## src/hw/csp_cmd_pkg.sv

```systemverilog
// Package with register map, field positions, scaling and state types of the csp command path.
package csp_cmd_pkg;

	// ----------------------------------------------------------------
	// Register offsets
	// ----------------------------------------------------------------
	localparam logic [15:0] COMM_EXTENDED_SETUP_ONE_OFS = 16'h3722;
	localparam logic [15:0] COMM_EXTENDED_SETUP_THREE_OFS = 16'h3724;
	localparam logic [15:0] MAX_MOTOR_SPEED_LIMIT_OFS = 16'h6080;

	// ----------------------------------------------------------------
	// Field positions and reset values
	// ----------------------------------------------------------------
	localparam int SAT_ENABLE_BIT = 5;
	localparam int FOLLOW_EXCL_BIT = 11;
	localparam int STATUS_INT_LIMIT_BIT = 11;
	localparam int STATUS_FOLLOWS_BIT = 12;
	localparam logic [15:0] SETUP_ONE_RESET = 16'h0000;
	localparam logic [15:0] SETUP_THREE_RESET = 16'h0000;
	localparam logic [31:0] MAX_SPEED_RESET = 32'h0000_0000;

	// ----------------------------------------------------------------
	// Timing: settle time after servo on before updates are expected
	// ----------------------------------------------------------------
	localparam int SERVO_ON_SETTLE_MS = 100;
	localparam int CLK_MHZ = 200;
	localparam int SERVO_ON_SETTLE_CYC = SERVO_ON_SETTLE_MS * 1000 * CLK_MHZ;

	// ----------------------------------------------------------------
	// Control modes and types
	// ----------------------------------------------------------------
	typedef enum logic [2:0] {
		MODE_CSP = 3'b001,
		MODE_CSV = 3'b010,
		MODE_CST = 3'b100
	} ctrl_mode_e;

	typedef enum logic [2:0] {
		ST_IDLE = 3'b001,
		ST_RUN = 3'b010,
		ST_HOLD = 3'b100
	} cmd_state_e;

	typedef struct packed {
		logic valid;
		logic signed [31:0] target;
		logic signed [31:0] offset;
		logic signed [15:0] analog_mv;
	} cyc_cmd_s;

	typedef struct packed {
		logic op_enabled;
		logic decel;
		logic torque_limit;
		logic speed_limit;
	} drive_state_s;

	typedef struct packed {
		logic wr;
		logic [15:0] addr;
		logic [31:0] wdata;
	} reg_req_s;

endpackage : csp_cmd_pkg

```

## src/hw/csp_cmd_saturation.sv

```systemverilog
// Cyclic position command builder with per-cycle change saturation and status bits.
`timescale 1ns/100ps
`default_nettype none
// ----------------------------------------------------------------
// Functional notes
// - Setup-three bit 11 low: torque/cst-speed limiting clears follows bit.
// - Target equals host target plus offset plus analog term, absolute.
// - Interpolation period equals the communication cycle, one strobe each.
// - A lost target is estimated by extrapolation and trajectory stays continuous.
// - Setup-one bit 5 enables change saturation in csp.
// - Saturation acts only in cyclic position mode.
// - Maximum speed is unsigned rpm, clamped to motor maximum speed.
// - Per-cycle command change limited to step derived from maximum speed.
// - Large steps are spread over cycles so no command-change error.
// - Zero maximum speed gives zero allowed change; motor stays.
// - Zero-speed hold does not set the internal-limit status bit.
// - Follows bit is high only while operation is enabled and the drive is not decelerating, in any control mode.
// - Analog term is voltage in mV times gain in units per mV.
// ----------------------------------------------------------------
module csp_cmd_saturation #(
	parameter logic [31:0] MOTOR_MAX_RPM = 32'h0000_1770,
	parameter logic [31:0] STEP_SCALE = 32'h0000_0001,
	parameter int STEP_SHIFT = 8,
	parameter logic signed [31:0] CHANGE_ERR_LIMIT = 32'h0010_0000
) (
	input wire logic ref_clk,
	input wire logic rst_n,
	input wire csp_cmd_pkg::reg_req_s reg_req,
	output logic [31:0] reg_rdata,
	input wire csp_cmd_pkg::ctrl_mode_e ctrl_mode,
	input wire csp_cmd_pkg::cyc_cmd_s cyc_cmd,
	input wire logic cyc_lost,
	input wire logic signed [15:0] analog_gain,
	input wire csp_cmd_pkg::drive_state_s drive_state,
	output logic signed [31:0] pos_cmd,
	output logic pos_cmd_valid,
	output logic command_change_error,
	output logic follows_command,
	output logic internal_limit_active
);

	// ----------------------------------------------------------------
	// Registers
	// ----------------------------------------------------------------
	logic [15:0] setup_one_reg, setup_one_next;
	logic [15:0] setup_three_reg, setup_three_next;
	logic [31:0] max_speed_reg, max_speed_next;
	logic [31:0] rdata_reg, rdata_next;

	always_comb begin
		setup_one_next = setup_one_reg;
		setup_three_next = setup_three_reg;
		max_speed_next = max_speed_reg;
		rdata_next = 32'h0000_0000;
		if (reg_req.addr == csp_cmd_pkg::COMM_EXTENDED_SETUP_ONE_OFS) begin
			rdata_next = {16'h0000, setup_one_reg};
			if (reg_req.wr) begin
				setup_one_next = reg_req.wdata[15:0];
			end
		end else if (reg_req.addr == csp_cmd_pkg::COMM_EXTENDED_SETUP_THREE_OFS) begin
			rdata_next = {16'h0000, setup_three_reg};
			if (reg_req.wr) begin
				setup_three_next = reg_req.wdata[15:0];
			end
		end else if (reg_req.addr == csp_cmd_pkg::MAX_MOTOR_SPEED_LIMIT_OFS) begin
			rdata_next = max_speed_reg;
			if (reg_req.wr) begin
				max_speed_next = reg_req.wdata;
			end
		end
	end

	always_ff @(posedge ref_clk or negedge rst_n) begin
		if (!rst_n) begin
			setup_one_reg <= csp_cmd_pkg::SETUP_ONE_RESET;
			setup_three_reg <= csp_cmd_pkg::SETUP_THREE_RESET;
			max_speed_reg <= csp_cmd_pkg::MAX_SPEED_RESET;
			rdata_reg <= 32'h0000_0000;
		end else begin
			setup_one_reg <= setup_one_next;
			setup_three_reg <= setup_three_next;
			max_speed_reg <= max_speed_next;
			rdata_reg <= rdata_next;
		end
	end

	assign reg_rdata = rdata_reg;

	// ----------------------------------------------------------------
	// Step limit
	// ----------------------------------------------------------------
	logic [31:0] speed_eff;
	logic [63:0] step_prod;
	logic signed [31:0] step_lim;
	logic sat_on;

	assign speed_eff = (max_speed_reg > MOTOR_MAX_RPM) ? MOTOR_MAX_RPM : max_speed_reg;
	assign step_prod = (64'(speed_eff) * 64'(STEP_SCALE)) >> STEP_SHIFT;
	assign step_lim = (step_prod > 64'(32'h7FFF_FFFF)) ? 32'sh7FFF_FFFF : signed'(step_prod[31:0]);
	assign sat_on = setup_one_reg[csp_cmd_pkg::SAT_ENABLE_BIT] && (ctrl_mode == csp_cmd_pkg::MODE_CSP);

	function automatic logic signed [31:0] clamp_step(input logic signed [31:0] d,
			input logic signed [31:0] lim);
		if (d > lim) begin
			clamp_step = lim;
		end else if (d < -lim) begin
			clamp_step = -lim;
		end else begin
			clamp_step = d;
		end
	endfunction : clamp_step

	// ----------------------------------------------------------------
	// Command path
	// ----------------------------------------------------------------
	csp_cmd_pkg::cmd_state_e state_reg, state_next;
	logic signed [31:0] cmd_reg, cmd_next;
	logic signed [31:0] last_delta_reg, last_delta_next;
	logic valid_reg, valid_next;
	logic err_reg, err_next;
	logic ila_reg, ila_next;
	logic signed [31:0] analog_amt;
	logic signed [31:0] demand;
	logic signed [31:0] delta;
	logic signed [31:0] step;

	assign analog_amt = 32'(cyc_cmd.analog_mv * analog_gain);

	always_comb begin
		state_next = state_reg;
		cmd_next = cmd_reg;
		last_delta_next = last_delta_reg;
		valid_next = 1'b0;
		err_next = 1'b0;
		ila_next = sat_on ? ila_reg : 1'b0;
		demand = 32'(cyc_cmd.target + cyc_cmd.offset + analog_amt);
		delta = 32'(demand - cmd_reg);
		step = delta;
		case (state_reg)
			csp_cmd_pkg::ST_IDLE: begin
				if (cyc_cmd.valid && !cyc_lost) begin
					cmd_next = demand;
					valid_next = 1'b1;
					state_next = csp_cmd_pkg::ST_RUN;
				end
			end
			csp_cmd_pkg::ST_RUN, csp_cmd_pkg::ST_HOLD: begin
				if (cyc_cmd.valid && cyc_lost) begin
					cmd_next = 32'(cmd_reg + last_delta_reg);
					valid_next = 1'b1;
				end else if (cyc_cmd.valid) begin
					if (sat_on) begin
						step = clamp_step(delta, step_lim);
						ila_next = (step != delta) && (step_lim != 32'sh0000_0000);
					end else begin
						ila_next = 1'b0;
						err_next = (delta > CHANGE_ERR_LIMIT) || (delta < -CHANGE_ERR_LIMIT);
					end
					cmd_next = 32'(cmd_reg + step);
					last_delta_next = step;
					valid_next = 1'b1;
					state_next = (step != delta) ? csp_cmd_pkg::ST_HOLD : csp_cmd_pkg::ST_RUN;
				end
				if (!drive_state.op_enabled) begin
					state_next = csp_cmd_pkg::ST_IDLE;
					last_delta_next = 32'sh0000_0000;
					ila_next = 1'b0;
				end
			end
			default: begin
				state_next = csp_cmd_pkg::ST_IDLE;
			end
		endcase
	end

	always_ff @(posedge ref_clk or negedge rst_n) begin
		if (!rst_n) begin
			state_reg <= csp_cmd_pkg::ST_IDLE;
			cmd_reg <= 32'sh0000_0000;
			last_delta_reg <= 32'sh0000_0000;
			valid_reg <= 1'b0;
			err_reg <= 1'b0;
			ila_reg <= 1'b0;
		end else begin
			state_reg <= state_next;
			cmd_reg <= cmd_next;
			last_delta_reg <= last_delta_next;
			valid_reg <= valid_next;
			err_reg <= err_next;
			ila_reg <= ila_next;
		end
	end

	assign pos_cmd = cmd_reg;
	assign pos_cmd_valid = valid_reg;
	assign command_change_error = err_reg;
	assign internal_limit_active = ila_reg;

	// ----------------------------------------------------------------
	// Follows-command status
	// ----------------------------------------------------------------
	logic follows_reg, follows_next;
	logic limit_clears;

	assign limit_clears = !setup_three_reg[csp_cmd_pkg::FOLLOW_EXCL_BIT] &&
		(drive_state.torque_limit || (drive_state.speed_limit && ctrl_mode == csp_cmd_pkg::MODE_CST));

	always_comb begin
		follows_next = drive_state.op_enabled && !drive_state.decel && !limit_clears;
	end

	always_ff @(posedge ref_clk or negedge rst_n) begin
		if (!rst_n) begin
			follows_reg <= 1'b0;
		end else begin
			follows_reg <= follows_next;
		end
	end

	assign follows_command = follows_reg;

	// ----------------------------------------------------------------
	// Assertions
	// ----------------------------------------------------------------
	AST_FOLLOWS_TORQUE: assert property (@(posedge ref_clk) disable iff (!rst_n)
		(drive_state.torque_limit && !setup_three_reg[csp_cmd_pkg::FOLLOW_EXCL_BIT])
		|=> !follows_command)
		else $error("follows bit set under torque limit");
	AST_FOLLOWS_OP: assert property (@(posedge ref_clk) disable iff (!rst_n)
		!drive_state.op_enabled |=> !follows_command)
		else $error("follows bit set outside operation enabled");
	AST_SUM_FIRST: assert property (@(posedge ref_clk) disable iff (!rst_n)
		(state_reg == csp_cmd_pkg::ST_IDLE && cyc_cmd.valid && !cyc_lost)
		|=> pos_cmd == $past(demand))
		else $error("initial command not the summed target");
	AST_STEP_BOUND: assert property (@(posedge ref_clk) disable iff (!rst_n)
		(state_reg != csp_cmd_pkg::ST_IDLE && sat_on && cyc_cmd.valid && !cyc_lost)
		|=> (pos_cmd - $past(pos_cmd) <= $past(step_lim)) && ($past(pos_cmd) - pos_cmd <= $past(step_lim)))
		else $error("command change exceeds step limit");
	AST_NO_ERR_SAT: assert property (@(posedge ref_clk) disable iff (!rst_n)
		sat_on |=> !command_change_error)
		else $error("change error raised with saturation on");
	AST_ZERO_SPEED: assert property (@(posedge ref_clk) disable iff (!rst_n)
		(state_reg != csp_cmd_pkg::ST_IDLE && sat_on && max_speed_reg == 32'h0 && cyc_cmd.valid
		&& !cyc_lost && drive_state.op_enabled) |=> $stable(pos_cmd) && !internal_limit_active)
		else $error("command moved or limit flagged at zero speed");
	AST_SAT_MODE: assert property (@(posedge ref_clk) disable iff (!rst_n)
		(ctrl_mode != csp_cmd_pkg::MODE_CSP) |=> !internal_limit_active)
		else $error("saturation active outside csp");
	AST_LOST_EXTRAP: assert property (@(posedge ref_clk) disable iff (!rst_n)
		(state_reg != csp_cmd_pkg::ST_IDLE && cyc_cmd.valid && cyc_lost)
		|=> pos_cmd == $past(cmd_reg) + $past(last_delta_reg))
		else $error("lost cycle not extrapolated");
	// The largest step that the motor's own top speed allows; no setting may exceed it.
	localparam logic [63:0] MOTOR_MAX_STEP = (64'(MOTOR_MAX_RPM) * 64'(STEP_SCALE)) >> STEP_SHIFT;
	AST_CLAMP: assert property (@(posedge ref_clk) disable iff (!rst_n)
		64'($unsigned(step_lim)) <= MOTOR_MAX_STEP)
		else $error("step limit above motor maximum speed");
	AST_FOLLOWS_EXCL: assert property (@(posedge ref_clk) disable iff (!rst_n)
		(setup_three_reg[csp_cmd_pkg::FOLLOW_EXCL_BIT] && drive_state.op_enabled
		&& !drive_state.decel) |=> follows_command)
		else $error("follows bit cleared by an excluded limit");
	AST_FOLLOWS_DECEL: assert property (@(posedge ref_clk) disable iff (!rst_n)
		drive_state.decel |=> !follows_command)
		else $error("follows bit set during deceleration");
	AST_SAT_OFF: assert property (@(posedge ref_clk) disable iff (!rst_n)
		(state_reg != csp_cmd_pkg::ST_IDLE && !sat_on && cyc_cmd.valid && !cyc_lost)
		|=> pos_cmd == $past(demand))
		else $error("command limited with saturation off");
	AST_STEP_SYM: assert property (@(posedge ref_clk) disable iff (!rst_n)
		(state_reg != csp_cmd_pkg::ST_IDLE && sat_on && cyc_cmd.valid && !cyc_lost
		&& delta < -step_lim) |=> pos_cmd == $past(cmd_reg) - $past(step_lim))
		else $error("negative step not limited to the same bound");
	AST_UPDATE: assert property (@(posedge ref_clk) disable iff (!rst_n)
		(cyc_cmd.valid && !(state_reg == csp_cmd_pkg::ST_IDLE && cyc_lost)) |=> pos_cmd_valid)
		else $error("accepted update gave no command strobe");
	AST_NO_UPDATE: assert property (@(posedge ref_clk) disable iff (!rst_n)
		!cyc_cmd.valid |=> !pos_cmd_valid)
		else $error("command strobe without an update");

	COV_SATURATE: cover property (@(posedge ref_clk) disable iff (!rst_n) internal_limit_active);
	COV_LOST: cover property (@(posedge ref_clk) disable iff (!rst_n)
		state_reg == csp_cmd_pkg::ST_RUN && cyc_cmd.valid && cyc_lost);
	COV_ERR: cover property (@(posedge ref_clk) disable iff (!rst_n) command_change_error);
	COV_FOLLOW: cover property (@(posedge ref_clk) disable iff (!rst_n) follows_command);

endmodule : csp_cmd_saturation
`default_nettype wire

```

## config.mk

```make
export PLATFORM = sky130hd
export DESIGN_NAME = csp_cmd_saturation
export DESIGN_NICKNAME = d
export VERILOG_FILES = /design/src/hw/csp_cmd_pkg.sv /design/src/hw/csp_cmd_saturation.sv
export SDC_FILE = /design/constraint.sdc
export NUM_CORES = 1
export LEC_CHECK = 0
export BUFFER_PORTS_ARGS = -buffer_cell sky130_fd_sc_hd__buf_2
export CELL_PAD_IN_SITES_DETAIL_PLACEMENT = 0
export CELL_PAD_IN_SITES_GLOBAL_PLACEMENT = 1
export CORE_AREA = 2 2 247 249
export CTS_CLUSTER_SIZE = 30
export DETAILED_ROUTE_END_ITERATION = 12
export DIE_AREA = 0 0 249 251
export HOLD_SLACK_MARGIN = 0.06
export PLACE_DENSITY = 0.78
export SYNTH_ARGS = -nofsm -noshare
export SYNTH_HDL_FRONTEND = slang
export SYNTH_SLANG_ARGS = --single-unit
```

## constraint.sdc

```tcl
create_clock -name ref_clk -period 15.2 [get_ports ref_clk]
set_input_delay 4.56 -clock ref_clk [delete_from_list [all_inputs] [get_ports ref_clk]]
set_output_delay 4.56 -clock ref_clk [all_outputs]
set_load 0.01 [all_outputs]
```

Word level (Yosys, flattened, before mapping)
Cells that the tools add are included.

Flip-flop bits (word level): 167. Word-level logic and storage cells: 107. Input port bits: 156.

Mux-type cells: 42. Add/subtract/negate cells: 6. Multipliers: 1. Eq/ne operators: 16. Reduce and logical (&&, ||, !) cells: 23. Bitwise gates (word level): 2. Order comparisons: 6.

Operators by type and width (number): $mux 32 (20); $add 32x32->32 (4); $ne 32x32->1 (2); $pmux 32 s2 (1); $eq 16x14->1 const B (2); $gt 32x13->1 const B (1); $gt 32x22->1 const B (1); $gt 32x32->1 (1); $lt 32x21->1 const B (1); $lt 32x32->1 (1); $mul 16x16->32 (1); $neg 31->32 (1); $reduce_bool 32->1 (1); $sub 32x32->32 (1); $gt 24x31->1 const B (1); $mux 31 (1); $eq 16x15->1 const B (1); $mux 3 (5); $mux 1 (13); $reduce_and 3->1 (4); $ne 3x3->1 const B (3); $logic_and 1x1->1 (8); $eq 3x1->1 const B (2); $eq 3x3->1 const B (2); other kinds (11) (18).

Logic depth before layout (Yosys ltp)
Gate-level depths: netlist (run 1).

Depth in word-level cells: 22. Depth in mapped cells: 67. Mapped depth without buffers: 65.

Least setup slack after synthesis (run 1)
OpenSTA, ideal clock, no wires.

Path kind: input-to-reg. From: in analog_gain[1]. To: reg cmd_reg[24], in the netlist pos_cmd[24]. Required time: 15.074 ns. Library setup time: 0.126 ns. Data arrival time: 17.096 ns. Path buffers: 2. Stages: 57. Slack: -2.023 ns. Cell sequence: clkbuf_1 and2_1 fa_1 inv_1 fa_1 fa_1 fa_1 inv_1 fa_1 inv_1 fa_1 inv_1 ha_1 a21oi_1 nor2b_1 nand3_1 a2bb2oi_1 a21oi_1 (+21 left out) mux2_2 ha_1 nor2b_1 o21ai_0 a21boi_0 o41ai_1 o21ai_0 o41ai_1 o211ai_1 nor4_1 o31a_1 nand2b_1 a21o_1 a21oi_1 o21ai_0 xnor2_1 nor3_1 a221o_1.

Word-level cells in the longest chain between the ends: 18. Elaborated cells between the ends (all ways): 20. Classes of those cells: 3 x add/sub; 1 x mul; 2 x order compare; 14 x mux.

RTL lines: start, declared (RTL line csp_cmd_saturation.sv:33) `input wire logic signed [15:0] analog_gain,`; $mul 16x16->32 * (RTL line csp_cmd_saturation.sv:127) `assign analog_amt = 32'(cyc_cmd.analog_mv * analog_gain);`; $add 32x32->32 * (RTL line csp_cmd_saturation.sv:136) `demand = 32'(cyc_cmd.target + cyc_cmd.offset + analog_amt);`; $sub 32x32->32 (RTL line csp_cmd_saturation.sv:137) `delta = 32'(demand - cmd_reg);`; $lt 32x32->1 (RTL line csp_cmd_saturation.sv:106) `end else if (d < -lim) begin`; $mux 32 (RTL line csp_cmd_saturation.sv:106); $mux 32 (RTL line csp_cmd_saturation.sv:104) `if (d > lim) begin`; $mux 32 (RTL line csp_cmd_saturation.sv:152) `if (sat_on) begin`; $mux 32 (RTL line csp_cmd_saturation.sv:151) `end else if (cyc_cmd.valid) begin`; (+2 left out); $mux 32 (RTL line csp_cmd_saturation.sv:152); $mux 32 (RTL line csp_cmd_saturation.sv:151); $mux 32 (RTL line csp_cmd_saturation.sv:148) `if (cyc_cmd.valid && cyc_lost) begin`; $mux 32 (RTL line csp_cmd_saturation.sv:139) `case (state_reg)`; $add 32x32->32 (RTL line csp_cmd_saturation.sv:159) `cmd_next = 32'(cmd_reg + step);`; $mux 32 (RTL line csp_cmd_saturation.sv:151); $mux 32 (RTL line csp_cmd_saturation.sv:148); $pmux 32 s2 * (RTL line csp_cmd_saturation.sv:139); end signal, assigned (RTL line csp_cmd_saturation.sv:186) `cmd_reg <= cmd_next;`; end, declared (RTL line csp_cmd_saturation.sv:117) `logic signed [31:0] cmd_reg, cmd_next;`.

Every way passes the cells marked *; elsewhere a longest branch is shown, timed or not. The select of a mux whose other input is x is not followed. A chain may end at the register's enable or synchronous reset.

Final worst setup path (run 1)
From: in cyc_cmd[10] in the netlist's numbering. To: reg cmd_reg[27], in the netlist pos_cmd[27].

Word-level cells in the longest chain between the ends: 18. Elaborated cells between the ends (all ways): 20. Classes of those cells: 3 x add/sub; 1 x mul; 2 x order compare; 14 x mux.

RTL lines: start, declared (RTL line csp_cmd_saturation.sv:31) `input wire csp_cmd_pkg::cyc_cmd_s cyc_cmd,`; $mul 16x16->32 * (RTL line csp_cmd_saturation.sv:127); $add 32x32->32 * (RTL line csp_cmd_saturation.sv:136); $sub 32x32->32 (RTL line csp_cmd_saturation.sv:137); $lt 32x32->1 (RTL line csp_cmd_saturation.sv:106); $mux 32 (RTL line csp_cmd_saturation.sv:106); $mux 32 (RTL line csp_cmd_saturation.sv:104); $mux 32 (RTL line csp_cmd_saturation.sv:152); $mux 32 (RTL line csp_cmd_saturation.sv:151); (+2 left out); $mux 32 (RTL line csp_cmd_saturation.sv:152); $mux 32 (RTL line csp_cmd_saturation.sv:151); $mux 32 (RTL line csp_cmd_saturation.sv:148); $mux 32 (RTL line csp_cmd_saturation.sv:139); $add 32x32->32 (RTL line csp_cmd_saturation.sv:159); $mux 32 (RTL line csp_cmd_saturation.sv:151); $mux 32 (RTL line csp_cmd_saturation.sv:148); $pmux 32 s2 * (RTL line csp_cmd_saturation.sv:139).

Marked as above.

==> summary.md, run 1 <==
| Metric | Value |
|---|---|
| Result of the run | `finished with violations` |
| Failing checks | `setup timing` |
| Post-detailed-route wirelength per cell | `around 18 um` |
| Detailed-route wire length | `about 73000 um` |
| Number of design rule violations left after detail routing | `0` |
| Ranking of synthesized cells by area | `sky130_fd_sc_hd__fa_1, sky130_fd_sc_hd__dfrtp_1, sky130_fd_sc_hd__ha_1` |
| Number of enable flip-flop cells after synthesis | `0` |
| Share of post-route cells with drive strength above 1 | `0.323` |
| Number of antenna violations at the first check in global routing | `4` |
| Setup repair after global routing missed its margin | `yes` |
| Count of routing violations after the opening detailed-route iteration | `roughly 1100` |
| Final slew viol count | `0` |
| Instance area after placement | `about 29000 um2` |
| Placer congestion estimate | `between 0.9 and 1` |
| Width of the die | `249 um` |
| Number of nets in the finished design | `4010` |
| Max-cap violations | `0` |
| Maximum fanout along the worst path | `7` |
| Maximum number of buffers from clock root to sink | `2` |
| Total global-route track usage | `0.237` |
| Critical path arrival | `~17 ns` |
| Register bit count reported by yosys | `about 170` |
| Congestion Overflow GR | `0` |
| Most common flop cell mapped by yosys | `sky130_fd_sc_hd__dfrtp_1` |
| Commonest non-fill, non-tap cells in the layout | `sky130_fd_sc_hd__buf_4, sky130_fd_sc_hd__inv_1, sky130_fd_sc_hd__fa_1` |
| Vert. Die Dim | `approximately 250 um` |
| Highest Clock Rate | `61.1 MHz` |
| Finished Core Util | `0.531` |
| Setup_tns | `-13.80 ns` |
| Clock insertion delay at the later pin of the skew report | `0.47 ns` |
| Area fraction of the dominant cell type after synthesis | `0.273` |
| TritonCTS clock tree | `yes` |
| Cell row count | `90` |
| Avg Cell Area, Syn | `between 9 and 10 um2` |
| Number of H-tree levels | `4` |
| Vias in the first global route | `22700` |
| Crit path capture type | `flip-flop` |
| Post-CTS Hold Fix Bufs | `0` |
| Dominant cell type by count on the critical path | `sky130_fd_sc_hd__buf_6` |
| Synthesized cell area | `around 24000 um2` |
| Portion of the post-synthesis area used by sequential elements | `0.176` |
| Post-route cell area | `31800 um2` |
| Number of vias after detailed routing | `between 20000 and 25000` |
| Cells after synthesis | `around 2600` |
| Worst Tran Pin Value | `0.980 ns` |
| Path type of the worst setup path | `primary input to flip-flop` |
| Post-DP HPWL | `between 50000 and 60000 um` |
| Critical Path Source Type | `primary input` |
| Shortest period the worst path allows | `~16 ns` |
| Yosys warns | `0` |
| Count of cell types in the netlist | `85` |
| Critical path's largest stage delay | `roughly 0.55 ns` |
| Leading cell type in the layout, fill and taps excluded | `sky130_fd_sc_hd__buf_4` |
| Required @ worst endpoint | `15.50 ns` |
| Number of buffers added by the clock tree synthesis step | `17` |
| Share of flip-flops with an asynchronous set or reset | `1.00` |
| Min-Delay Path Class | `flip-flop to flip-flop` |
| Relative area change from synthesis to final layout | `33.6%` |
| Average vias per placed instance | `slightly above 5` |
| Headroom to the max-slew limit | `0.346` |
| Setup slack on the worst flop-to-flop path | `about 5.3 ns` |
| Port bufs | `approximately 220` |
| Post-route setup slack | `-1.16 ns` |
| Final hold viol count | `0` |
| Largest net degree at the start of global routing | `111` |
| Clock root cell | `sky130_fd_sc_hd__clkbuf_16` |
| Clock slew seen by the registers of the worst setup and hold paths | `approximately 0.080 ns` |
| Starting utilization of the core area | `0.398` |
| Die area | `between 60000 and 70000 um2` |
| Top-level port count | `about 220` |
| Total number of clock tree sinks | `around 170` |
| Maximum clock skew at final layout | `between 0.015 and 0.02 ns` |
| First-pass GRT wire length | `about 120000 um` |
| Number of optimization iterations in the first detailed-route pass | `8` |
| Setup-violating endpoint count in the final report | `20` |
| Dpl ws | `-2.33 ns` |
| Library cell with the largest summed area after synthesis | `sky130_fd_sc_hd__fa_1` |
| Core area | `59800 um2` |
| Fraction of the cycle the final worst path needs | `1.08` |
| Slowest stage cell, crit path | `sky130_fd_sc_hd__fa_1` |
| Detail Route Antenna Nets | `0` |
[synthesized netlist by cell type (7+ instances only)]
library cell	count
sky130_fd_sc_hd__a222oi_1	16
sky130_fd_sc_hd__a21o_1	41
sky130_fd_sc_hd__o21a_1	19
sky130_fd_sc_hd__a22o_1	23
sky130_fd_sc_hd__nor4_1	15
sky130_fd_sc_hd__dfrtp_1	166
sky130_fd_sc_hd__nor3_1	30
sky130_fd_sc_hd__nor2b_1	19
sky130_fd_sc_hd__xor2_1	30
sky130_fd_sc_hd__mux2_2	65
sky130_fd_sc_hd__fa_1	324
sky130_fd_sc_hd__mux2i_1	7
sky130_fd_sc_hd__xnor2_1	69
sky130_fd_sc_hd__and2_1	148
sky130_fd_sc_hd__and3_1	9
sky130_fd_sc_hd__nand3_1	37
sky130_fd_sc_hd__nand4_1	12
sky130_fd_sc_hd__o21bai_1	12
sky130_fd_sc_hd__or2_2	10
sky130_fd_sc_hd__nand2_1	227
sky130_fd_sc_hd__nor2_1	127
sky130_fd_sc_hd__inv_1	495
sky130_fd_sc_hd__o21ai_0	95
sky130_fd_sc_hd__a31oi_1	8
sky130_fd_sc_hd__ha_1	210
sky130_fd_sc_hd__o211ai_1	9
sky130_fd_sc_hd__clkbuf_1	74
sky130_fd_sc_hd__a21oi_1	137
sky130_fd_sc_hd__a211oi_1	32
sky130_fd_sc_hd__nand2b_1	22
sky130_fd_sc_hd__a22oi_1	11
[stage by stage]
step | cells | hold WS [ns]
floorplan | 2643 | 0.450
global placement | 3982 | 0.461
detailed placement | 3982 | 0.471
CTS | 4086 | 0.487
global route | 4117 | 0.506
finish | 4117 | 0.487
[critical path: cells and delay by family]
kind            cells  cell delay, ns
compound gates     25            4.21
xor+xnor            3            0.54
fa+ha+maj          10            4.10
buf+inv            13            1.13
simple gates       15            2.10
[area by class of cell]
| class | count | area (um2) |
|---|---|---|
| clock buffers | 17 | 425 |
| fillers | 5450 | 28000 |
| flip-flops and latches | 167 | 4180 |
| inverters | 497 | 1870 |
| well taps | 782 | 978 |
| clock inverters | 15 | 206 |
| repair buffers | 744 | 5340 |
| multi-input cells | 1893 | 18800 |
| diodes | 2 | 5.00 |
[cell families (layout without fill, tap and decap cells)]
| group | Yosys count | after routing | synth area share |
|---|---|---|---|
| adders and majority gates | 534 | 534 | 0.383 |
| muxes | 72 | 72 | 0.0337 |
| xor gates and xnor gates | 100 | 100 | 0.0374 |
| AOI/OAI and AO/OA | 484 | 484 | 0.135 |
| and+or+nand+nor | 684 | 684 | 0.142 |
| buffers and inverters | 583 | 1273 | 0.0928 |
| other | 1 | 21 | 0.000158 |
| DFF | 167 | 167 | 0.176 |
[metal layers]
metal / vias up / part of all wire / track usage
li1: 9937 / - / -
met1: 10700 / 0.43 / 0.294
met2: 444 / 0.52 / 0.437
met3: 115 / 0.031 / 0.0203
met4: 0 / 0.027 / 0.0729
met5: - / 0 / 0
[timing repair]
action,in CTS,in global routing
gates resized for setup,155,114
cloned,1,0
endpoints found under the setup margin,27,28
pin swaps,117,62
buffers inserted,73,35
[final timing paths]
path,from,end,cells after the start
worst max-delay path,cyc_cmd[10],pos_cmd[27],66
worst min register to register,setup_three_reg[15],reg_rdata[15],2
max in group asynchronous,rst_n,pos_cmd[31],2
worst min-delay path,setup_three_reg[15],reg_rdata[15],2
min in group asynchronous,rst_n,max_speed_reg[23],1
worst max register to register,max_speed_reg[17],pos_cmd[27],46
Power of run 1 is not shown: default switching activity piles up to over one toggle a cycle in this logic, so the estimate is an artifact.
==> run 2, diff against run 1 <==
==> constraint.sdc (replaced) <==
create_clock -name ref_clk -period 15.2 [get_ports ref_clk]
set_input_delay 4.56 -clock ref_clk [delete_from_list [all_inputs] [get_ports ref_clk]]
set_output_delay 4.56 -clock ref_clk [all_outputs]
set_load 0.02 [all_outputs]
==> run 2 against run 1 <==
Compared with the run above: the flow still finishes with violations (setup timing); critical path depth shrank 2; critical path type unchanged; die area stayed put; via count is 1.8% lower; non-clock buffer count fell by 20; cell count down 0.49%.
==> summary.md, run 2 (synthesized netlist as in run 1, its figures left out) <==
| Metric | Value |
|---|---|
| Failing checks | `setup timing (unchanged)` |
| Number of vias after detailed routing | `20800 (was 21200)` |
| Detail Route Antenna Nets | `0 (unchanged)` |
| Relative area change from synthesis to final layout | `31.6% (was 33.6%)` |
| Post-route setup slack | `-1.26 ns (was -1.16 ns)` |
| Setup-violating endpoint count in the final report | `20 (unchanged)` |
| Number of H-tree levels | `4 (unchanged)` |
| Total number of clock tree sinks | `167 (unchanged)` |
| Result of the run | `finished with violations (unchanged)` |
| Required @ worst endpoint | `15.54 ns (was 15.50 ns)` |
| Congestion Overflow GR | `0 (unchanged)` |
| TritonCTS clock tree | `yes (unchanged)` |
| Starting utilization of the core area | `0.398 (unchanged)` |
| Setup repair after global routing missed its margin | `yes (unchanged)` |
| Share of post-route cells with drive strength above 1 | `0.307 (was 0.323)` |
| Die area | `62500 um2 (unchanged)` |
| Maximum fanout along the worst path | `7 (unchanged)` |
| Shortest period the worst path allows | `16.46 ns (was 16.36 ns)` |
| Crit path capture type | `flip-flop (unchanged)` |
| Post-CTS Hold Fix Bufs | `0 (unchanged)` |
| Total global-route track usage | `0.232 (was 0.237)` |
| Width of the die | `249 um (unchanged)` |
| Cell row count | `90 (unchanged)` |
| Count of routing violations after the opening detailed-route iteration | `829 (was 1077)` |
| Maximum clock skew at final layout | `0.0171 ns (was 0.0154 ns)` |
| Max-cap violations | `0 (unchanged)` |
| Placer congestion estimate | `0.913 (was 0.914)` |
| Critical path's largest stage delay | `0.53 ns (was 0.55 ns)` |
| Min-Delay Path Class | `flip-flop to flip-flop (unchanged)` |
| Filler cell count in the final layout | `5566 (was 5450)` |
| Top-level port count | `224 (unchanged)` |
| Port bufs | `223 (unchanged)` |
| Number of antenna violations at the first check in global routing | `3 (was 4)` |
| Slowest stage cell, crit path | `sky130_fd_sc_hd__fa_1 (unchanged)` |
| Path type of the worst setup path | `primary input to flip-flop (unchanged)` |
| Clock insertion delay at the later pin of the skew report | `0.46 ns (was 0.47 ns)` |
| Vias in the first global route | `22200 (was 22700)` |
| Largest net degree at the start of global routing | `94 (was 111)` |
| Core area | `59800 um2 (unchanged)` |
| Number of buffers added by the clock tree synthesis step | `17 (unchanged)` |
| Vert. Die Dim | `251 um (unchanged)` |
| Post-detailed-route wirelength per cell | `17.6 um (was 17.8 um)` |
| Fraction of the cycle the final worst path needs | `1.08 (about the same)` |
| Clock root cell | `sky130_fd_sc_hd__clkbuf_16 (unchanged)` |
| Headroom to the max-slew limit | `0.264 (was 0.346)` |
| Number of nets in the finished design | `3990 (was 4010)` |
| Detailed-route wire length | `72100 um (was 73500 um)` |
| Post-DP HPWL | `60300 um (was 59900 um)` |
| Final hold viol count | `0 (unchanged)` |
| Number of optimization iterations in the first detailed-route pass | `8 (unchanged)` |
| Commonest non-fill, non-tap cells in the layout | `sky130_fd_sc_hd__inv_1, sky130_fd_sc_hd__buf_4, sky130_fd_sc_hd__fa_1 (was sky130_fd_sc_hd__buf_4, sky130_fd_sc_hd__inv_1, sky130_fd_sc_hd__fa_1)` |
| Highest Clock Rate | `60.8 MHz (was 61.1 MHz)` |
| Number of design rule violations left after detail routing | `0 (unchanged)` |
| Clock slew seen by the registers of the worst setup and hold paths | `0.09 ns (was 0.08 ns)` |
| First-pass GRT wire length | `116000 um (was 118000 um)` |
| Critical path arrival | `16.80 ns (was 16.66 ns)` |
| Maximum number of buffers from clock root to sink | `2 (unchanged)` |
| Critical Path Source Type | `primary input (unchanged)` |
| Worst Tran Pin Value | `1.10 ns (was 0.980 ns)` |
| Average vias per placed instance | `5.08 (was 5.15)` |
| Final slew viol count | `0 (unchanged)` |
| Finished Core Util | `0.523 (was 0.531)` |
## run 2: changes by cell type in the layout (fill, tap and decap cells not counted), sizes merged
cell	change
buf	-18
clkbuf	-2
clkinv	+2
inv	-2
## run 2: worst paths after layout
check                                         from  slack [ns]  cells after the start            end
worst max-delay path                analog_gain[3]       -1.26                     64    pos_cmd[24]
max in group asynchronous                    rst_n        9.37                      2    pos_cmd[31]
worst min-delay path            setup_three_reg[3]        0.48                      2   reg_rdata[3]
worst min register to register  setup_three_reg[3]        0.48                      2   reg_rdata[3]
worst max register to register   max_speed_reg[17]        5.47                     43    pos_cmd[31]
min in group asynchronous                    rst_n        4.19                      1  reg_rdata[21]
## run 2: cell type report
class	count	area (um2)	area share
Timing Repair Buffer	724	5130	0.164
Clock inverter	15	211	0.00676
Clock buffer	17	425	0.0136
Multi-Input combinational cell	1893	18500	0.591
Sequential cell	167	4180	0.134
Inverter	497	1870	0.0597
Tap cell	782	978	0.0313
Antenna cell	2	5.00	0.000160
## run 2: per-layer routing
layer  global-route usage  share of wire
met5                    0              0
met4               0.0629          0.025
met3               0.0212          0.032
met2                0.426           0.51
met1                0.293           0.43
## run 2: timing repair
action                                  4_1_cts  5_1_grt
hold endpoints to repair                      0        0
pin swaps                                    96       75
endpoints found under the setup margin       26       28
gates resized for setup                     117       88
gates cloned                                  0        1
setup buffers                                43       27
## run 2: worst max-delay path: cells and delay by family
| family | cells | cell delay, ns |
|---|---|---|
| adder cells (fa/ha/maj) | 11 | 4.26 |
| AO/OA/AOI/OAI | 28 | 4.91 |
| XOR/XNOR | 2 | 0.41 |
| multiplexers | 1 | 0.17 |
| AND/OR/NAND/NOR | 10 | 1.12 |
| buffers and inverters | 12 | 1.31 |
## run 2: stage by stage
| step | hold slack [ns] | setup WS (ns) | cell area, um2 | TNS (ns) | instances |
|---|---|---|---|---|---|
| floorplan | 0.450 | -0.956 | 24200 | -7.87 | 2643 |
| global placement | 0.464 | -2.08 | 29300 | -32.87 | 3997 |
| detailed placement | 0.469 | -2.30 | 29300 | -38.70 | 3997 |
| CTS | 0.488 | -1.01 | 30700 | -11.35 | 4067 |
| global route | 0.511 | -1.86 | 31300 | -31.15 | 4097 |
| finish | 0.484 | -1.26 | 31300 | -16.15 | 4097 |
Power of run 2 is left out for the same reason.
==> run 3, diff against run 2 <==
--- a/config.mk
+++ b/config.mk
@@ -9,6 +9,7 @@
 export CELL_PAD_IN_SITES_DETAIL_PLACEMENT = 0
 export CELL_PAD_IN_SITES_GLOBAL_PLACEMENT = 1
 export CORE_AREA = 2 2 247 249
+export CTS_BUF_LIST = sky130_fd_sc_hd__clkbuf_16
 export CTS_CLUSTER_SIZE = 30
 export DETAILED_ROUTE_END_ITERATION = 12
 export DIE_AREA = 0 0 249 251
==> constraint.sdc (replaced) <==
create_clock -name ref_clk -period 17 [get_ports ref_clk]
set_input_delay 5.1 -clock ref_clk [delete_from_list [all_inputs] [get_ports ref_clk]]
set_output_delay 5.1 -clock ref_clk [all_outputs]
set_load 0.02 [all_outputs]
==> run 3 against run 2 <==
Compared with the run above: the flow still finishes with violations (setup timing); global-route usage grew 0.051 points; critical path depth shrank 1; sequential share of layout area grew 0.30 points; utilization shrank 1.2 points; non-clock buffer count shrank 32.
==> summary.md, run 3 (synthesized netlist as in run 1, its figures left out) <==
| Metric | Value |
|---|---|
| Core area | `59800 um2 (unchanged)` |
| Critical path arrival | `17.56 ns (was 16.80 ns)` |
| Number of antenna violations at the first check in global routing | `0 (was 3)` |
| First-pass GRT wire length | `116000 um (about the same)` |
| Dominant cell type by count on the critical path | `sky130_fd_sc_hd__fa_1` |
| Clock slew seen by the registers of the worst setup and hold paths | `0.08 ns (was 0.09 ns)` |
| Number of design rule violations left after detail routing | `0 (unchanged)` |
| Vert. Die Dim | `251 um (unchanged)` |
| Final slew viol count | `0 (unchanged)` |
| Endpoint of the worst setup timing path | `pos_cmd[24] (unchanged)` |
| Critical path's largest stage delay | `0.55 ns (was 0.53 ns)` |
| Relative area change from synthesis to final layout | `28.7% (was 31.6%)` |
| Placer congestion estimate | `0.939 (was 0.913)` |
| Setup_tns | `-1.06 ns (was -16.15 ns)` |
| Congestion Overflow GR | `0 (unchanged)` |
| Post-route setup slack | `-0.221 ns (was -1.26 ns)` |
| Average vias per placed instance | `5.14 (was 5.08)` |
| Failing checks | `setup timing (unchanged)` |
| Number of buffers added by the clock tree synthesis step | `17 (unchanged)` |
| Antenna diode count | `0 (was 2)` |
| Worst Tran Pin Value | `1.07 ns (was 1.10 ns)` |
| Share of post-route cells with drive strength above 1 | `0.282 (was 0.307)` |
| Detail Route Antenna Nets | `0 (unchanged)` |
| Result of the run | `finished with violations (unchanged)` |
| Maximum number of buffers from clock root to sink | `2 (unchanged)` |
| Maximum fanout along the worst path | `5 (was 7)` |
| Shortest period the worst path allows | `approximately 17 ns` |
| Required @ worst endpoint | `17.34 ns (was 15.54 ns)` |
| Highest Clock Rate | `~58 MHz` |
| Port bufs | `223 (unchanged)` |
| Instance area after placement | `28900 um2 (was 29300 um2)` |
| Setup repair after global routing missed its margin | `yes (unchanged)` |
| Slowest stage cell, crit path | `sky130_fd_sc_hd__fa_1 (unchanged)` |
| Starting utilization of the core area | `0.398 (unchanged)` |
| Clock insertion delay at the later pin of the skew report | `0.46 ns (about the same)` |
| Setup-violating endpoint count in the final report | `7 (was 20)` |
| Leading cell type in the layout, fill and taps excluded | `sky130_fd_sc_hd__inv_1` |
| Number of H-tree levels | `4 (unchanged)` |
| Worst Reg-to-Reg Cells | `44 (was 43)` |
| Total global-route track usage | `0.233 (was 0.232)` |
| Crit. Startpoint | `cyc_cmd[10] (was analog_gain[3])` |
| Final hold viol count | `0 (unchanged)` |
| Post-route cell area | `30600 um2 (was 31300 um2)` |
| Detailed-route wire length | `71700 um (was 72100 um)` |
| Largest net degree at the start of global routing | `116 (was 94)` |
| Headroom to the max-slew limit | `0.287 (was 0.264)` |
| Fraction of the cycle the final worst path needs | `1.01` |
| Max-cap violations | `0 (unchanged)` |
| Width of the die | `249 um (unchanged)` |
| Setup slack on the worst flop-to-flop path | `7.33 ns (was 5.47 ns)` |
| Reg2Reg Launch Point | `max_speed_reg[17] (unchanged)` |
| Post-detailed-route wirelength per cell | `17.7 um (was 17.6 um)` |
| Post-CTS Hold Fix Bufs | `0 (unchanged)` |
| Crit path capture type | `flip-flop (unchanged)` |
| Filler cell count in the final layout | `5590 (was 5566)` |
| Maximum clock skew at final layout | `0.0193 ns (was 0.0171 ns)` |
| TritonCTS clock tree | `yes (unchanged)` |
| Total number of clock tree sinks | `167 (unchanged)` |
| Die area | `62500 um2 (unchanged)` |
| Number of vias after detailed routing | `20900 (was 20800)` |
| Post-DP HPWL | `59700 um (was 60300 um)` |
| Min-Delay Path Class | `flip-flop to flip-flop (unchanged)` |
| Number of nets in the finished design | `3958 (was 3990)` |
| Cell row count | `90 (unchanged)` |
| Critical Path Source Type | `primary input (unchanged)` |
| Clock root cell | `sky130_fd_sc_hd__clkbuf_16 (unchanged)` |
| Vias in the first global route | `22500 (was 22200)` |
| Count of routing violations after the opening detailed-route iteration | `1103 (was 829)` |
| Number of optimization iterations in the first detailed-route pass | `6 (was 8)` |
| Worst reg2reg endpoint | `pos_cmd[24] (was pos_cmd[31])` |
| Top-level port count | `224 (unchanged)` |
| Path type of the worst setup path | `primary input to flip-flop (unchanged)` |
| Commonest non-fill, non-tap cells in the layout | `sky130_fd_sc_hd__inv_1, sky130_fd_sc_hd__buf_4, sky130_fd_sc_hd__fa_1 (unchanged)` |
[run 3: cell types whose count changed in the layout (fill, tap and decap cells not counted), moves of 8 or more]
| cell | previous run | this run |
|---|---|---|
| sky130_fd_sc_hd__ha_1 | 192 | 200 |
| sky130_fd_sc_hd__buf_4 | 478 | 463 |
| sky130_fd_sc_hd__o21ai_2 | 16 | 8 |
| sky130_fd_sc_hd__and2_1 | 132 | 144 |
| sky130_fd_sc_hd__and2_4 | 17 | 5 |
| sky130_fd_sc_hd__buf_6 | 23 | 8 |
| sky130_fd_sc_hd__inv_1 | 478 | 490 |
| sky130_fd_sc_hd__o21ai_0 | 60 | 68 |
| sky130_fd_sc_hd__inv_2 | 16 | 5 |
[run 3: cell type report]
class	instances	area, um2	share of cell area
multi-input combinational	1893	18200	0.594
timing repair buffer	692	4760	0.155
sequential	167	4180	0.137
inverter	497	1870	0.0610
tap	782	978	0.0320
clock buffer	17	425	0.0139
clock inverter	15	219	0.00715
[run 3: worst min-delay path by stage]
stage                        start                 end  slack, ns  cells after the start
2_1_floorplan    last_delta_reg[4]   last_delta_reg[4]       0.45                      2
3_3_place_gp    last_delta_reg[18]  last_delta_reg[18]       0.46                      2
3_5_place_dp    setup_three_reg[3]        reg_rdata[3]       0.47                      2
4_1_cts        setup_three_reg[14]       reg_rdata[14]       0.49                      2
5_1_grt        setup_three_reg[10]       reg_rdata[10]       0.52                      2
6_report       setup_three_reg[14]       reg_rdata[14]       0.49                      2
[run 3: layer usage]
metal  vias to the layer above  wire length (um)  GRT usage
li1                       9826                 -          -
met1                     10500             30500      0.290
met2                       477             36900      0.429
met3                       116              2260     0.0174
met4                         0              2090     0.0746
met5                         -                 0          0
[run 3: worst max-delay path, delay by kind of cell]
family	cells	cell delay, ns
multiplexers	1	0.30
adder cells (fa/ha/maj)	10	4.16
buffers and inverters	7	0.57
AND/OR/NAND/NOR	16	2.47
XOR/XNOR	3	0.51
AO/OA/AOI/OAI	26	4.44
[run 3: repair_timing]
item / in CTS / in global routing
buffers inserted: 45 / 17
resized for setup: 84 / 63
setup endpoints to repair: 9 / 16
pin swaps: 87 / 74
[run 3: per-stage QoR]
step           cells  setup slack (ns)  hold slack (ns)  utilization
3_3_place_gp    3972             -1.03            0.464        0.483
6_report        4063            -0.221            0.487        0.512
5_1_grt         4063            -0.864            0.518        0.512
3_5_place_dp    3972             -1.13            0.470        0.483
2_1_floorplan   2643           -0.0311            0.450            -
4_1_cts         4049           0.00456            0.488        0.506
Power of run 3 is left out for the same reason.
